==> config.mk <==
export PLATFORM = sky130hd
export DESIGN_NAME = csr_clock_ctrl
export DESIGN_NICKNAME = d
export VERILOG_FILES = /design/src/verilog/csr_clock_ctrl.v
export VERILOG_INCLUDE_DIRS = /design/src /design/src/pkg
export SDC_FILE = /design/constraint.sdc
export NUM_CORES = 1
export LEC_CHECK = 0
export BUFFER_PORTS_ARGS = -buffer_cell sky130_fd_sc_hd__buf_2
export CORE_UTILIZATION = 34
export DETAILED_ROUTE_END_ITERATION = 8
export SLEW_MARGIN = 20
export SYNTH_ARGS = -nofsm -noshare
export SYNTH_HDL_FRONTEND = slang
export SYNTH_SLANG_ARGS = --single-unit
==> constraint.sdc <==
create_clock -name clk_sys -period 3.6 [get_ports clk_sys]
set_input_delay 0.36 -clock clk_sys [delete_from_list [all_inputs] [get_ports clk_sys]]
set_output_delay 0.36 -clock clk_sys [all_outputs]
set_load 0.01 [all_outputs]
==> src/pkg/csr_consts.vh <==
`ifndef CSR_CONSTS_VH
`define CSR_CONSTS_VH

// ****************************************
// Register offsets
// ****************************************
`define CSR_ADDR_OSC_CTRL    4'h0
`define CSR_ADDR_OSC_CTRL2   4'h1
`define CSR_ADDR_REFCLK_CTRL 4'h2
`define CSR_ADDR_TIMER_CTRL  4'h3

// ****************************************
// Field positions
// ****************************************
`define CSR_OSC_IDLE_BIT     7
`define CSR_OSC_PRI_ACT_BIT  3
`define CSR_OSC_OUTPUT_PIN_SEC_ACT_BIT 6
`define CSR_OSC_OUTPUT_PIN_WARMUP_BIT  3
`define CSR_TMR_SEC_SEL_BIT  3
`define CSR_REF_EN_BIT       7
`define CSR_REF_SLP_BIT      5
`define CSR_REF_SRC_BIT      4

// ****************************************
// Encodings
// ****************************************
`define CSR_SCS_PRIMARY      2'h0
`define CSR_SCS_SECONDARY    2'h1
`define CSR_SEC_MODE_DIGITAL 2'h2
`define CSR_PRI_LP           4'h0
`define CSR_PRI_XT           4'h1
`define CSR_PRI_HS           4'h2
`define CSR_PRI_HS_ALT       4'h3
`define CSR_PRI_INTERNAL_OSCILLATOR       4'h8
`define CSR_PRI_INTERNAL_OSCILLATOR_ALT   4'h9

// ****************************************
// Reset values and timing
// ****************************************
`define CSR_RST_BYTE         8'h00
`define CSR_STARTUP_CYCLES   1024
`define CSR_SWITCH_CYCLES    4

`endif

==> src/verilog/csr_clock_ctrl.v <==
`include "csr_consts.vh"

module csr_clock_ctrl #(
    parameter STARTUP_CYCLES = `CSR_STARTUP_CYCLES
) (
    // Clock and reset
    input  wire       clk_sys,
    input  wire       rst_n,
    // Register port
    input  wire [3:0] reg_addr,
    input  wire [7:0] reg_wdata,
    input  wire       reg_wr,
    input  wire       reg_rd,
    output reg  [7:0] reg_rdata,
    // Configuration straps
    input  wire [3:0] primary_osc_config,
    input  wire [1:0] secondary_osc_run_mode,
    // Core events and clock sources as enables
    input  wire       sleep_instr,
    input  wire       wake_event,
    input  wire       primary_tick,
    input  wire       secondary_tick,
    input  wire       low_freq_tick,
    input  wire       high_freq_tick,
    // Outputs
    output reg        secondary_osc_enable,
    output reg        secondary_digital_in,
    output reg        device_clk_tick,
    output reg        quadrature_phase_first,
    output reg        quadrature_phase_fourth,
    output reg        instr_rate_clock_out,
    output reg        refclk_out_pin,
    output reg        wdt_clk_tick,
    output reg        sleep_active,
    output reg        idle_active
);

    // ****************************************
    // Registers
    // ****************************************
    reg        idle_on_sleep_select;
    reg [1:0]  system_clock_select;
    reg        secondary_osc_warmup;
    reg        timer_secondary_osc_select;
    reg        refclk_out_enable;
    reg        refclk_run_in_sleep;
    reg        refclk_source_select;
    reg [3:0]  refclk_divisor;
    reg        primary_clock_active;
    reg        secondary_clock_active;
    reg [1:0]  active_src;
    reg [2:0]  switch_cnt;
    reg [15:0] startup_cnt;
    reg        startup_done;
    reg [1:0]  quad_phase;
    reg [14:0] ref_cnt;
    reg        ref_base_q;

    wire crystal_mode = (primary_osc_config == `CSR_PRI_LP) ||
                        (primary_osc_config == `CSR_PRI_XT) ||
                        (primary_osc_config == `CSR_PRI_HS) ||
                        (primary_osc_config == `CSR_PRI_HS_ALT);
    wire internal_oscillator_primary = (primary_osc_config == `CSR_PRI_INTERNAL_OSCILLATOR) ||
                          (primary_osc_config == `CSR_PRI_INTERNAL_OSCILLATOR_ALT);
    wire stopped = sleep_active;

    // ****************************************
    // Register writes
    // ****************************************
    always @(posedge clk_sys or negedge rst_n)
    begin
        if (!rst_n)
        begin
            idle_on_sleep_select       <= 1'b0;
            system_clock_select        <= 2'h0;
            secondary_osc_warmup       <= 1'b0;
            timer_secondary_osc_select <= 1'b0;
            refclk_out_enable          <= 1'b0;
            refclk_run_in_sleep        <= 1'b0;
            refclk_source_select       <= 1'b0;
            refclk_divisor             <= 4'h0;
        end
        else if (reg_wr)
        begin
            case (reg_addr)
                `CSR_ADDR_OSC_CTRL:
                begin
                    idle_on_sleep_select <= reg_wdata[`CSR_OSC_IDLE_BIT];
                    system_clock_select  <= reg_wdata[1:0];
                end
                `CSR_ADDR_OSC_CTRL2:
                    secondary_osc_warmup <=
                        reg_wdata[`CSR_OSC_OUTPUT_PIN_WARMUP_BIT];
                `CSR_ADDR_TIMER_CTRL:
                    timer_secondary_osc_select <=
                        reg_wdata[`CSR_TMR_SEC_SEL_BIT];
                `CSR_ADDR_REFCLK_CTRL:
                begin
                    refclk_out_enable    <= reg_wdata[`CSR_REF_EN_BIT];
                    refclk_run_in_sleep  <= reg_wdata[`CSR_REF_SLP_BIT];
                    refclk_source_select <= reg_wdata[`CSR_REF_SRC_BIT];
                    refclk_divisor       <= reg_wdata[3:0];
                end
                // Unmapped offsets are ignored
                default: ;
            endcase
        end
    end

    // ****************************************
    // Read port
    // ****************************************
    always @(posedge clk_sys or negedge rst_n)
    begin
        if (!rst_n)
            reg_rdata <= `CSR_RST_BYTE;
        else if (reg_rd)
        begin
            reg_rdata <= `CSR_RST_BYTE;
            case (reg_addr)
                `CSR_ADDR_OSC_CTRL:
                begin
                    reg_rdata[`CSR_OSC_IDLE_BIT]    <= idle_on_sleep_select;
                    reg_rdata[`CSR_OSC_PRI_ACT_BIT] <= primary_clock_active;
                    reg_rdata[1:0]                  <= system_clock_select;
                end
                `CSR_ADDR_OSC_CTRL2:
                begin
                    reg_rdata[`CSR_OSC_OUTPUT_PIN_SEC_ACT_BIT] <=
                        secondary_clock_active;
                    reg_rdata[`CSR_OSC_OUTPUT_PIN_WARMUP_BIT]  <= secondary_osc_warmup;
                end
                `CSR_ADDR_TIMER_CTRL:
                    reg_rdata[`CSR_TMR_SEC_SEL_BIT] <=
                        timer_secondary_osc_select;
                `CSR_ADDR_REFCLK_CTRL:
                    // Bit 6 left at zero
                    reg_rdata <= {refclk_out_enable, 1'b0,
                                  refclk_run_in_sleep, refclk_source_select,
                                  refclk_divisor};
                default: ;
            endcase
        end
        // Data stand one cycle only, then read back as zero
        else
            reg_rdata <= `CSR_RST_BYTE;
    end

    // ****************************************
    // Secondary oscillator control
    // ****************************************
    always @(posedge clk_sys or negedge rst_n)
    begin
        if (!rst_n)
        begin
            secondary_osc_enable <= 1'b0;
            secondary_digital_in <= 1'b0;
        end
        else
        begin
            // Not gated by sleep so it survives power-managed modes
            secondary_osc_enable <= timer_secondary_osc_select ||
                (system_clock_select == `CSR_SCS_SECONDARY) ||
                secondary_osc_warmup;
            secondary_digital_in <=
                (secondary_osc_run_mode == `CSR_SEC_MODE_DIGITAL);
        end
    end

    // ****************************************
    // Primary start-up and source switch
    // ****************************************
    always @(posedge clk_sys or negedge rst_n)
    begin
        if (!rst_n)
        begin
            startup_cnt  <= 16'h0000;
            startup_done <= 1'b0;
        end
        // Outside crystal mode start-up is marked done; no restart on return
        else if (!crystal_mode)
            startup_done <= 1'b1;
        else if (!startup_done && primary_tick)
        begin
            if (startup_cnt == STARTUP_CYCLES - 1)
                startup_done <= 1'b1;
            else
                startup_cnt <= startup_cnt + 16'h0001;
        end
    end

    always @(posedge clk_sys or negedge rst_n)
    begin
        if (!rst_n)
        begin
            active_src <= 2'h3;
            switch_cnt <= 3'h0;
        end
        else if (active_src != system_clock_select)
        begin
            // Brief transition before the new source takes over
            // Old source keeps driving the clock during the count
            if (switch_cnt == `CSR_SWITCH_CYCLES - 1)
            begin
                active_src <= system_clock_select;
                switch_cnt <= 3'h0;
            end
            else
                switch_cnt <= switch_cnt + 3'h1;
        end
        else
            switch_cnt <= 3'h0;
    end

    // ****************************************
    // Status bits
    // ****************************************
    always @(posedge clk_sys or negedge rst_n)
    begin
        if (!rst_n)
        begin
            primary_clock_active   <= 1'b0;
            secondary_clock_active <= 1'b0;
        end
        else
        begin
            primary_clock_active <= (active_src == `CSR_SCS_PRIMARY) &&
                startup_done && !internal_oscillator_primary;
            secondary_clock_active <=
                (active_src == `CSR_SCS_SECONDARY);
        end
    end

    // ****************************************
    // Source tick pick
    // ****************************************
    reg src_tick;
    always @*
    begin
        case (active_src)
            `CSR_SCS_PRIMARY:
                src_tick = internal_oscillator_primary ? high_freq_tick
                         : (startup_done & primary_tick);
            `CSR_SCS_SECONDARY:
                src_tick = secondary_tick;
            default:
                src_tick = high_freq_tick;
        endcase
    end

    // ****************************************
    // Sleep and idle
    // ****************************************
    always @(posedge clk_sys or negedge rst_n)
    begin
        if (!rst_n)
        begin
            sleep_active <= 1'b0;
            idle_active  <= 1'b0;
        end
        // Wake wins over a sleep strobe in the same cycle
        else if (wake_event)
        begin
            sleep_active <= 1'b0;
            idle_active  <= 1'b0;
        end
        else if (sleep_instr)
        begin
            sleep_active <= !idle_on_sleep_select;
            idle_active  <= idle_on_sleep_select;
        end
    end

    // ****************************************
    // Quadrature phases
    // ****************************************
    always @(posedge clk_sys or negedge rst_n)
    begin
        if (!rst_n)
        begin
            quad_phase              <= 2'h0;
            device_clk_tick         <= 1'b0;
            quadrature_phase_first  <= 1'b0;
            quadrature_phase_fourth <= 1'b0;
            instr_rate_clock_out    <= 1'b0;
            wdt_clk_tick            <= 1'b0;
        end
        else
        begin
            wdt_clk_tick    <= low_freq_tick;
            device_clk_tick <= src_tick && !stopped;
            quadrature_phase_first  <= 1'b0;
            quadrature_phase_fourth <= 1'b0;
            // Crystal owns the output pin, so the rate clock stays low
            if (crystal_mode)
                instr_rate_clock_out <= 1'b0;
            // Idle keeps device ticks and stops the phases and the rate clock
            if (src_tick && !stopped && !idle_active)
            begin
                quad_phase <= quad_phase + 2'h1;
                quadrature_phase_first  <= (quad_phase == 2'h0);
                quadrature_phase_fourth <= (quad_phase == 2'h3);
                // High for first half of each instruction cycle
                instr_rate_clock_out <= !quad_phase[1] &&
                    !(crystal_mode);
            end
        end
    end

    // ****************************************
    // Reference clock output
    // ****************************************
    wire ref_base = refclk_source_select ?
                    (primary_tick && !internal_oscillator_primary)
                  : device_clk_tick;
    wire ref_run  = refclk_out_enable &&
                    (!sleep_active || refclk_run_in_sleep);
    wire [14:0] ref_mask = (15'h0001 << refclk_divisor) - 15'h0001;

    always @(posedge clk_sys or negedge rst_n)
    begin
        if (!rst_n)
        begin
            ref_cnt        <= 15'h0000;
            ref_base_q     <= 1'b0;
            refclk_out_pin <= 1'b0;
        end
        else if (!ref_run)
        begin
            ref_cnt        <= 15'h0000;
            ref_base_q     <= 1'b0;
            refclk_out_pin <= 1'b0;
        end
        else if (refclk_divisor == 4'h0)
        begin
            // Divider follows the pin so a later divisor starts clean
            ref_cnt        <= 15'h0000;
            ref_base_q     <= ref_base;
            refclk_out_pin <= ref_base;
        end
        else if (ref_base)
        begin
            // Toggle on every 2^(n-1) base ticks gives divide by 2^n
            if ((ref_cnt & (ref_mask >> 1)) == (ref_mask >> 1))
            begin
                ref_base_q     <= !ref_base_q;
                refclk_out_pin <= !ref_base_q;
            end
            ref_cnt <= ref_cnt + 15'h0001;
        end
    end

endmodule // csr_clock_ctrl

# Word level (Yosys, flattened, before mapping)

Index checks and enable logic that the tools add are counted.

Flip-flop bits (word level): 71
Output and inout port bits: 18
Bits of input ports: 28
Logic and storage cells: 124

Mux-type cells: 30
Bitwise gates (word level): 3
$add $sub $neg: 5
Shifts and indexed selects: 1
Eq/ne operators: 20
Reduce and logical (&&, ||, !) cells: 38

Operators with widths:

| operator                                                                | number |
|---|---|
| 15-bit 2-to-1 mux                                                       | 3 |
| 1-bit 2-to-1 mux                                                        | 19 |
| 16-bit by 1-bit adder with 16-bit output, second input constant         | 1 |
| 16-bit by 10-bit == test with 1-bit output, second input constant       | 1 |
| 4-bit by 2-bit == test with 1-bit output, second input constant         | 4 |
| 15-bit by 1-bit adder with 15-bit output, second input constant         | 1 |
| 15-bit by 14-bit bitwise AND with 15-bit output                         | 1 |
| 15-bit by 14-bit == test with 1-bit output                              | 1 |
| 1-bit by 4-bit left shift with 15-bit output, first input constant      | 1 |
| 15-bit by 1-bit subtractor with 15-bit output, second input constant    | 1 |
| 2-bit AND reduction                                                     | 7 |
| 4-bit zero test                                                         | 3 |
| 4-bit by 1-bit == test with 1-bit output, second input constant         | 2 |
| 4-bit == test, second input constant                                    | 2 |
| 1-bit logical AND                                                       | 8 |
| 1-bit zero test                                                         | 8 |
| 8-bit 2-to-1 mux                                                        | 1 |
| 1-bit logical OR                                                        | 7 |
| 3-bit 2-to-1 mux                                                        | 2 |
| 2-bit by 1-bit == test with 1-bit output, second input constant         | 2 |
| 2-bit == test, second input constant                                    | 2 |
| 2-bit zero test                                                         | 2 |
| 2-bit by 1-bit inequality test with 1-bit output, second input constant | 2 |
| 1-bit case mux with 2 select lines                                      | 2 |
| other kinds (13)                                                        | 14 |

# Logic depth before layout (Yosys ltp)

Depth in word-level cells: 8
Gate-level depth with buffers: 12

# Worst setup path after synthesis

Ideal clock, no wire load.

Path kind: reg-to-reg
Start point: reg refclk_divisor[2]
End point: reg ref_base_q
Arrival: 2302 ps
Path buffers: 3
Path slack: 1173 ps
Stages on the path, launching flop included: 13
Cell sequence: dfrtp_1 -> buf_2 -> clkbuf_1 -> nor2_1 -> nand2_1 -> ha_1 -> buf_4 -> xor2_1 -> o21ai_0 -> a311o_1 -> a221oi_2 -> nand4_1 -> nor3b_2

Word-level cells in the longest chain between the ends: 6
Elaborated cells between the ends (all ways): 10

RTL lines:

| element                                                           | line                 | source |
|---|---|---|
| start: declaration                                                | csr_clock_ctrl.v:48  | `reg [3:0] refclk_divisor;` |
| start signal: assignment                                          | csr_clock_ctrl.v:102 | `refclk_divisor <= reg_wdata[3:0];` |
| 1-bit by 4-bit left shift with 15-bit output                      | csr_clock_ctrl.v:318 | `wire [14:0] ref_mask = (15'h0001 << refclk_divisor) - 15'h0001;` |
| 15-bit by 1-bit subtractor with 15-bit output                     | csr_clock_ctrl.v:318 |  |
| 15-bit by 14-bit bitwise AND with 15-bit output                   | csr_clock_ctrl.v:344 | `if ((ref_cnt & (ref_mask >> 1)) == (ref_mask >> 1))` |
| 15-bit by 14-bit == test with 1-bit output                        | csr_clock_ctrl.v:344 |  |
| 3-bit by 1-bit inequality test with 1-bit output (no source line) | --                   |  |
| 2-bit AND reduction (no source line)                              | --                   |  |
| end signal: assignment                                            | csr_clock_ctrl.v:338 | `ref_base_q <= ref_base;` |
| end signal: assignment                                            | csr_clock_ctrl.v:346 | `ref_base_q <= !ref_base_q;` |
| end: declaration                                                  | csr_clock_ctrl.v:57  | `reg ref_base_q;` |

Several ways; a longest one is shown, not always the timed one.
A chain may end at the register's enable or synchronous reset.

# Final worst setup path

Start point: reg refclk_divisor[3]
End point: reg ref_base_q

The elaborated chain is that of the path after synthesis.

==> out/qor.yml <==
floorplanning:
  chipWidth_microns: 102
  core_area_sq_um: 9770
  initial_core_util_pct: 35.0
  io_pins: 46
  die_h_microns: 102
  num_rows: 36
  die_area_sq_um: 10500
setup_path:
  cp.arrival_ps: 2870
  cp-startpoint: "refclk_divisor[3]"
  ff2ff_setup_slack_ps: 960
  r2r_cells: 9
  worst_setup_path_end_kind: "flip-flop"
  path_class: "flip-flop to flip-flop"
  cp_max_fo: 16
  r2r-end: "ref_base_q"
  r2r-start: "refclk_divisor[3]"
  cp.required_ps: 3830
  start_kind: "flip-flop"
clock_tree:
  postCtsHoldBufs: 0
  cts_buffers: 9
  cts_resized: 0
  cts_tree: "yes"
  cts_setup_buffers: 0
  clkTransAtPathRegs_ps: 80
  worstSkewPairLatency_ps: 350
  root_buffer: "clkbuf_8"
  htree_num_levels: 3
  clock-sinks: 70
  clk_path_buf_depth: 2
cells_and_area:
  finalNetCount: 396
  drive_gt1_share_pct: 25.1
  finalNonFillerCells: 500
  fin_area_sq_um: 3980
  diodes: 0
  nFillCells: 959
  final_common_cell: "dfrtp_1"
  syn_to_final_growth_pct: 16.3
  final_cell_mix: "dfrtp_1 (68), buf_2 (43), nor2_1 (28), nand2_1 (22), xnor2_1 (18)"
sta:
  tightest_slew_ps: 650
  slew_viol_final: 0
  fmax_mhz: 379
  min_period_over_period_pct: 73.3
  setup-tns-final_ps: 0
  layout_setup_ws_ps: 962
  relSlewSlack_pct: 56.7
  hold_viol: 0
  fin_worst_skew_ps: 10.3
  rsz0062_at_grt: "false"
  post-route-min-period_ps: 2640
  setup_violations: 0
yosys:
  syn_inst: 316
  synth_edf_count: 0
  synth_ff_type: "dfrtp_1"
  yosysSeqAreaShare_pct: 51.2
  synth_fp_nets: 350
  ys_warn_count: 0
  synth_adder_area_share_pct: 2.19
  synth_compound_area_share_pct: 9.03
  muxShareOfSynthArea_pct: 7.35
  synth-seq-cells: 70
  synth_xor_area_share_pct: 6.91
  synth-simple-area-share_pct: 20.9
  synth_top_family_by_area: "simple AND/OR/NAND/NOR gates"
  synthArstFlopShare_pct: 100
  synth.distinct_cells: 54
  synth_area_sq_um: 3420
  syn_avg_cell_area_sq_um: 10.8
route:
  routed_via_density: 4.95
  drt_iter0_drc: 88
  drcViolationCount: 0
  postRouteAntennaNets: 0
  drt_wl_total_mm: 6.78
  firstDrtPassIters: 4
  drt-wirelength-per-cell_microns: 13.6
  num_vias: 2475
placement:
  dp_slack_ps: 981
  dpl_cell_area_sq_um: 3770
  hpwl_mm: 4.87
  io_buffer_count: 43
  gp_congestion: 0.840
  dp_cells: 484
hold_path:
  hold_path.class: "primary input to async pin"
grt:
  grtUsageTotal_pct: 15.1
  grt_max_degree: 43
  grt_pass1_vias: 2402
  grt_overflow: 0
  antenna_found_initial: 0
  grt_pass1_wl_mm: 11.8
outcome:
  status: "finished, final reports clean"
power:
  p_leak_nw: 1.78
  irDropWorstVdd_mv: 0.190
  p_per_area_nw_per_um2: 541
run:
  drv_cap: 0
-- layer usage --
metal | vias to the layer above | wire length [microns] | part of all wire [%] | track usage, %
li1 | 1217 | - | - | -
met2 | 55 | 3080 | 45 | 22.6
met5 | - | 0 | 0 | 0
met1 | 1197 | 3230 | 48 | 20.0
met4 | 0 | 91 | 1.3 | 4.95
met3 | 6 | 374 | 5.5 | 5.68
-- cell families (layout without fill, tap and decap cells) --
kind of cell    count (synthesis)  count (layout)
xor+xnor                       27              27
simple gates                  126             126
compound gates                 46              46
flops                          70              70
buf+inv                        19              70
fa+ha+maj                       6               6
mux                            22              22
-- through the flow --
step,utilization (%),hold slack [ps],total power (W)
CTS,40.7,47.3,0.00219
global placement,38.6,422,0.00149
global route,40.7,82.8,0.00231
finish,40.7,27.7,0.00215
detailed placement,38.6,429,0.00150
floorplan,-,64.4,0.00136
-- worst max-delay path, stage by stage, from the launching register on --
cell and delay [ps]:
dfrtp_1 640, nor2_1 120, nand2_1 140, ha_1 370, xor2_1 170, o21ai_0 90
a311o_1 360, a221oi_2 340, nand4_1 120, nor3b_2 170
-- synth_stat cells, drive strengths merged (2+ instances only) --
library cell	instances	area, sq um
o21ai	15	75.1
xor2	9	78.8
and3	4	25.0
ha	6	75.1
xnor2	18	158
nor4b	2	17.5
inv	10	37.5
clkbuf	3	11.3
or3	7	47.5
nand3	10	62.6
nand2b	4	25.0
nor3b	8	75.1
a31oi	3	18.8
and2	7	45.1
nor3	7	35.0
nor4	2	18.8
and4	3	28.8
mux2i	6	60.1
o31ai	2	15.0
nor2b	7	43.8
nor2	28	105
mux2	15	169
a21oi	12	60.1
nand4	10	62.6
dfstp	2	52.6
o32ai	2	17.5
nand2	22	82.6
dfrtp	68	1700
buf	6	32.5
-- state kept, by name, summed over array words and instances (netlist names), 2 cells and up --
| signal | cells |
|---|---|
| refclk_divisor | 4 |
| switch_cnt | 3 |
| reg_rdata | 8 |
| system_clock_select | 2 |
| startup_cnt | 16 |
| ref_cnt | 14 |
| active_src | 2 |
| quad_phase | 2 |
-- area by class of cell --
class	instances	area, sq um	share of cell area [%]
Sequential cell	70	1750	44.1
Multi-Input combinational cell	227	1590	39.9
Timing Repair Buffer	44	223	5.60
Clock buffer	13	169	4.24
Tap cell	133	166	4.18
Clock inverter	3	42.5	1.07
Inverter	10	37.5	0.943
-- report_power, final --
group          internal (W)  switching (W)  leakage, nW
registers          0.000896       0.000116        0.923
clock network      0.000376       0.000296        0.106
logic              0.000225       0.000244        0.754
total               0.00150       0.000656         1.78
-- how the worst max path moves through the flow --
stage                      end  slack [ps]  depth (start not counted)
finish              ref_base_q         960                          9
CTS                 ref_base_q         970                          9
global route        ref_base_q         730                          9
floorplan           ref_base_q        1170                         12
global placement    ref_base_q        1030                          9
detailed placement  ref_base_q         980                          9
Power figures use the tool's default switching activity.
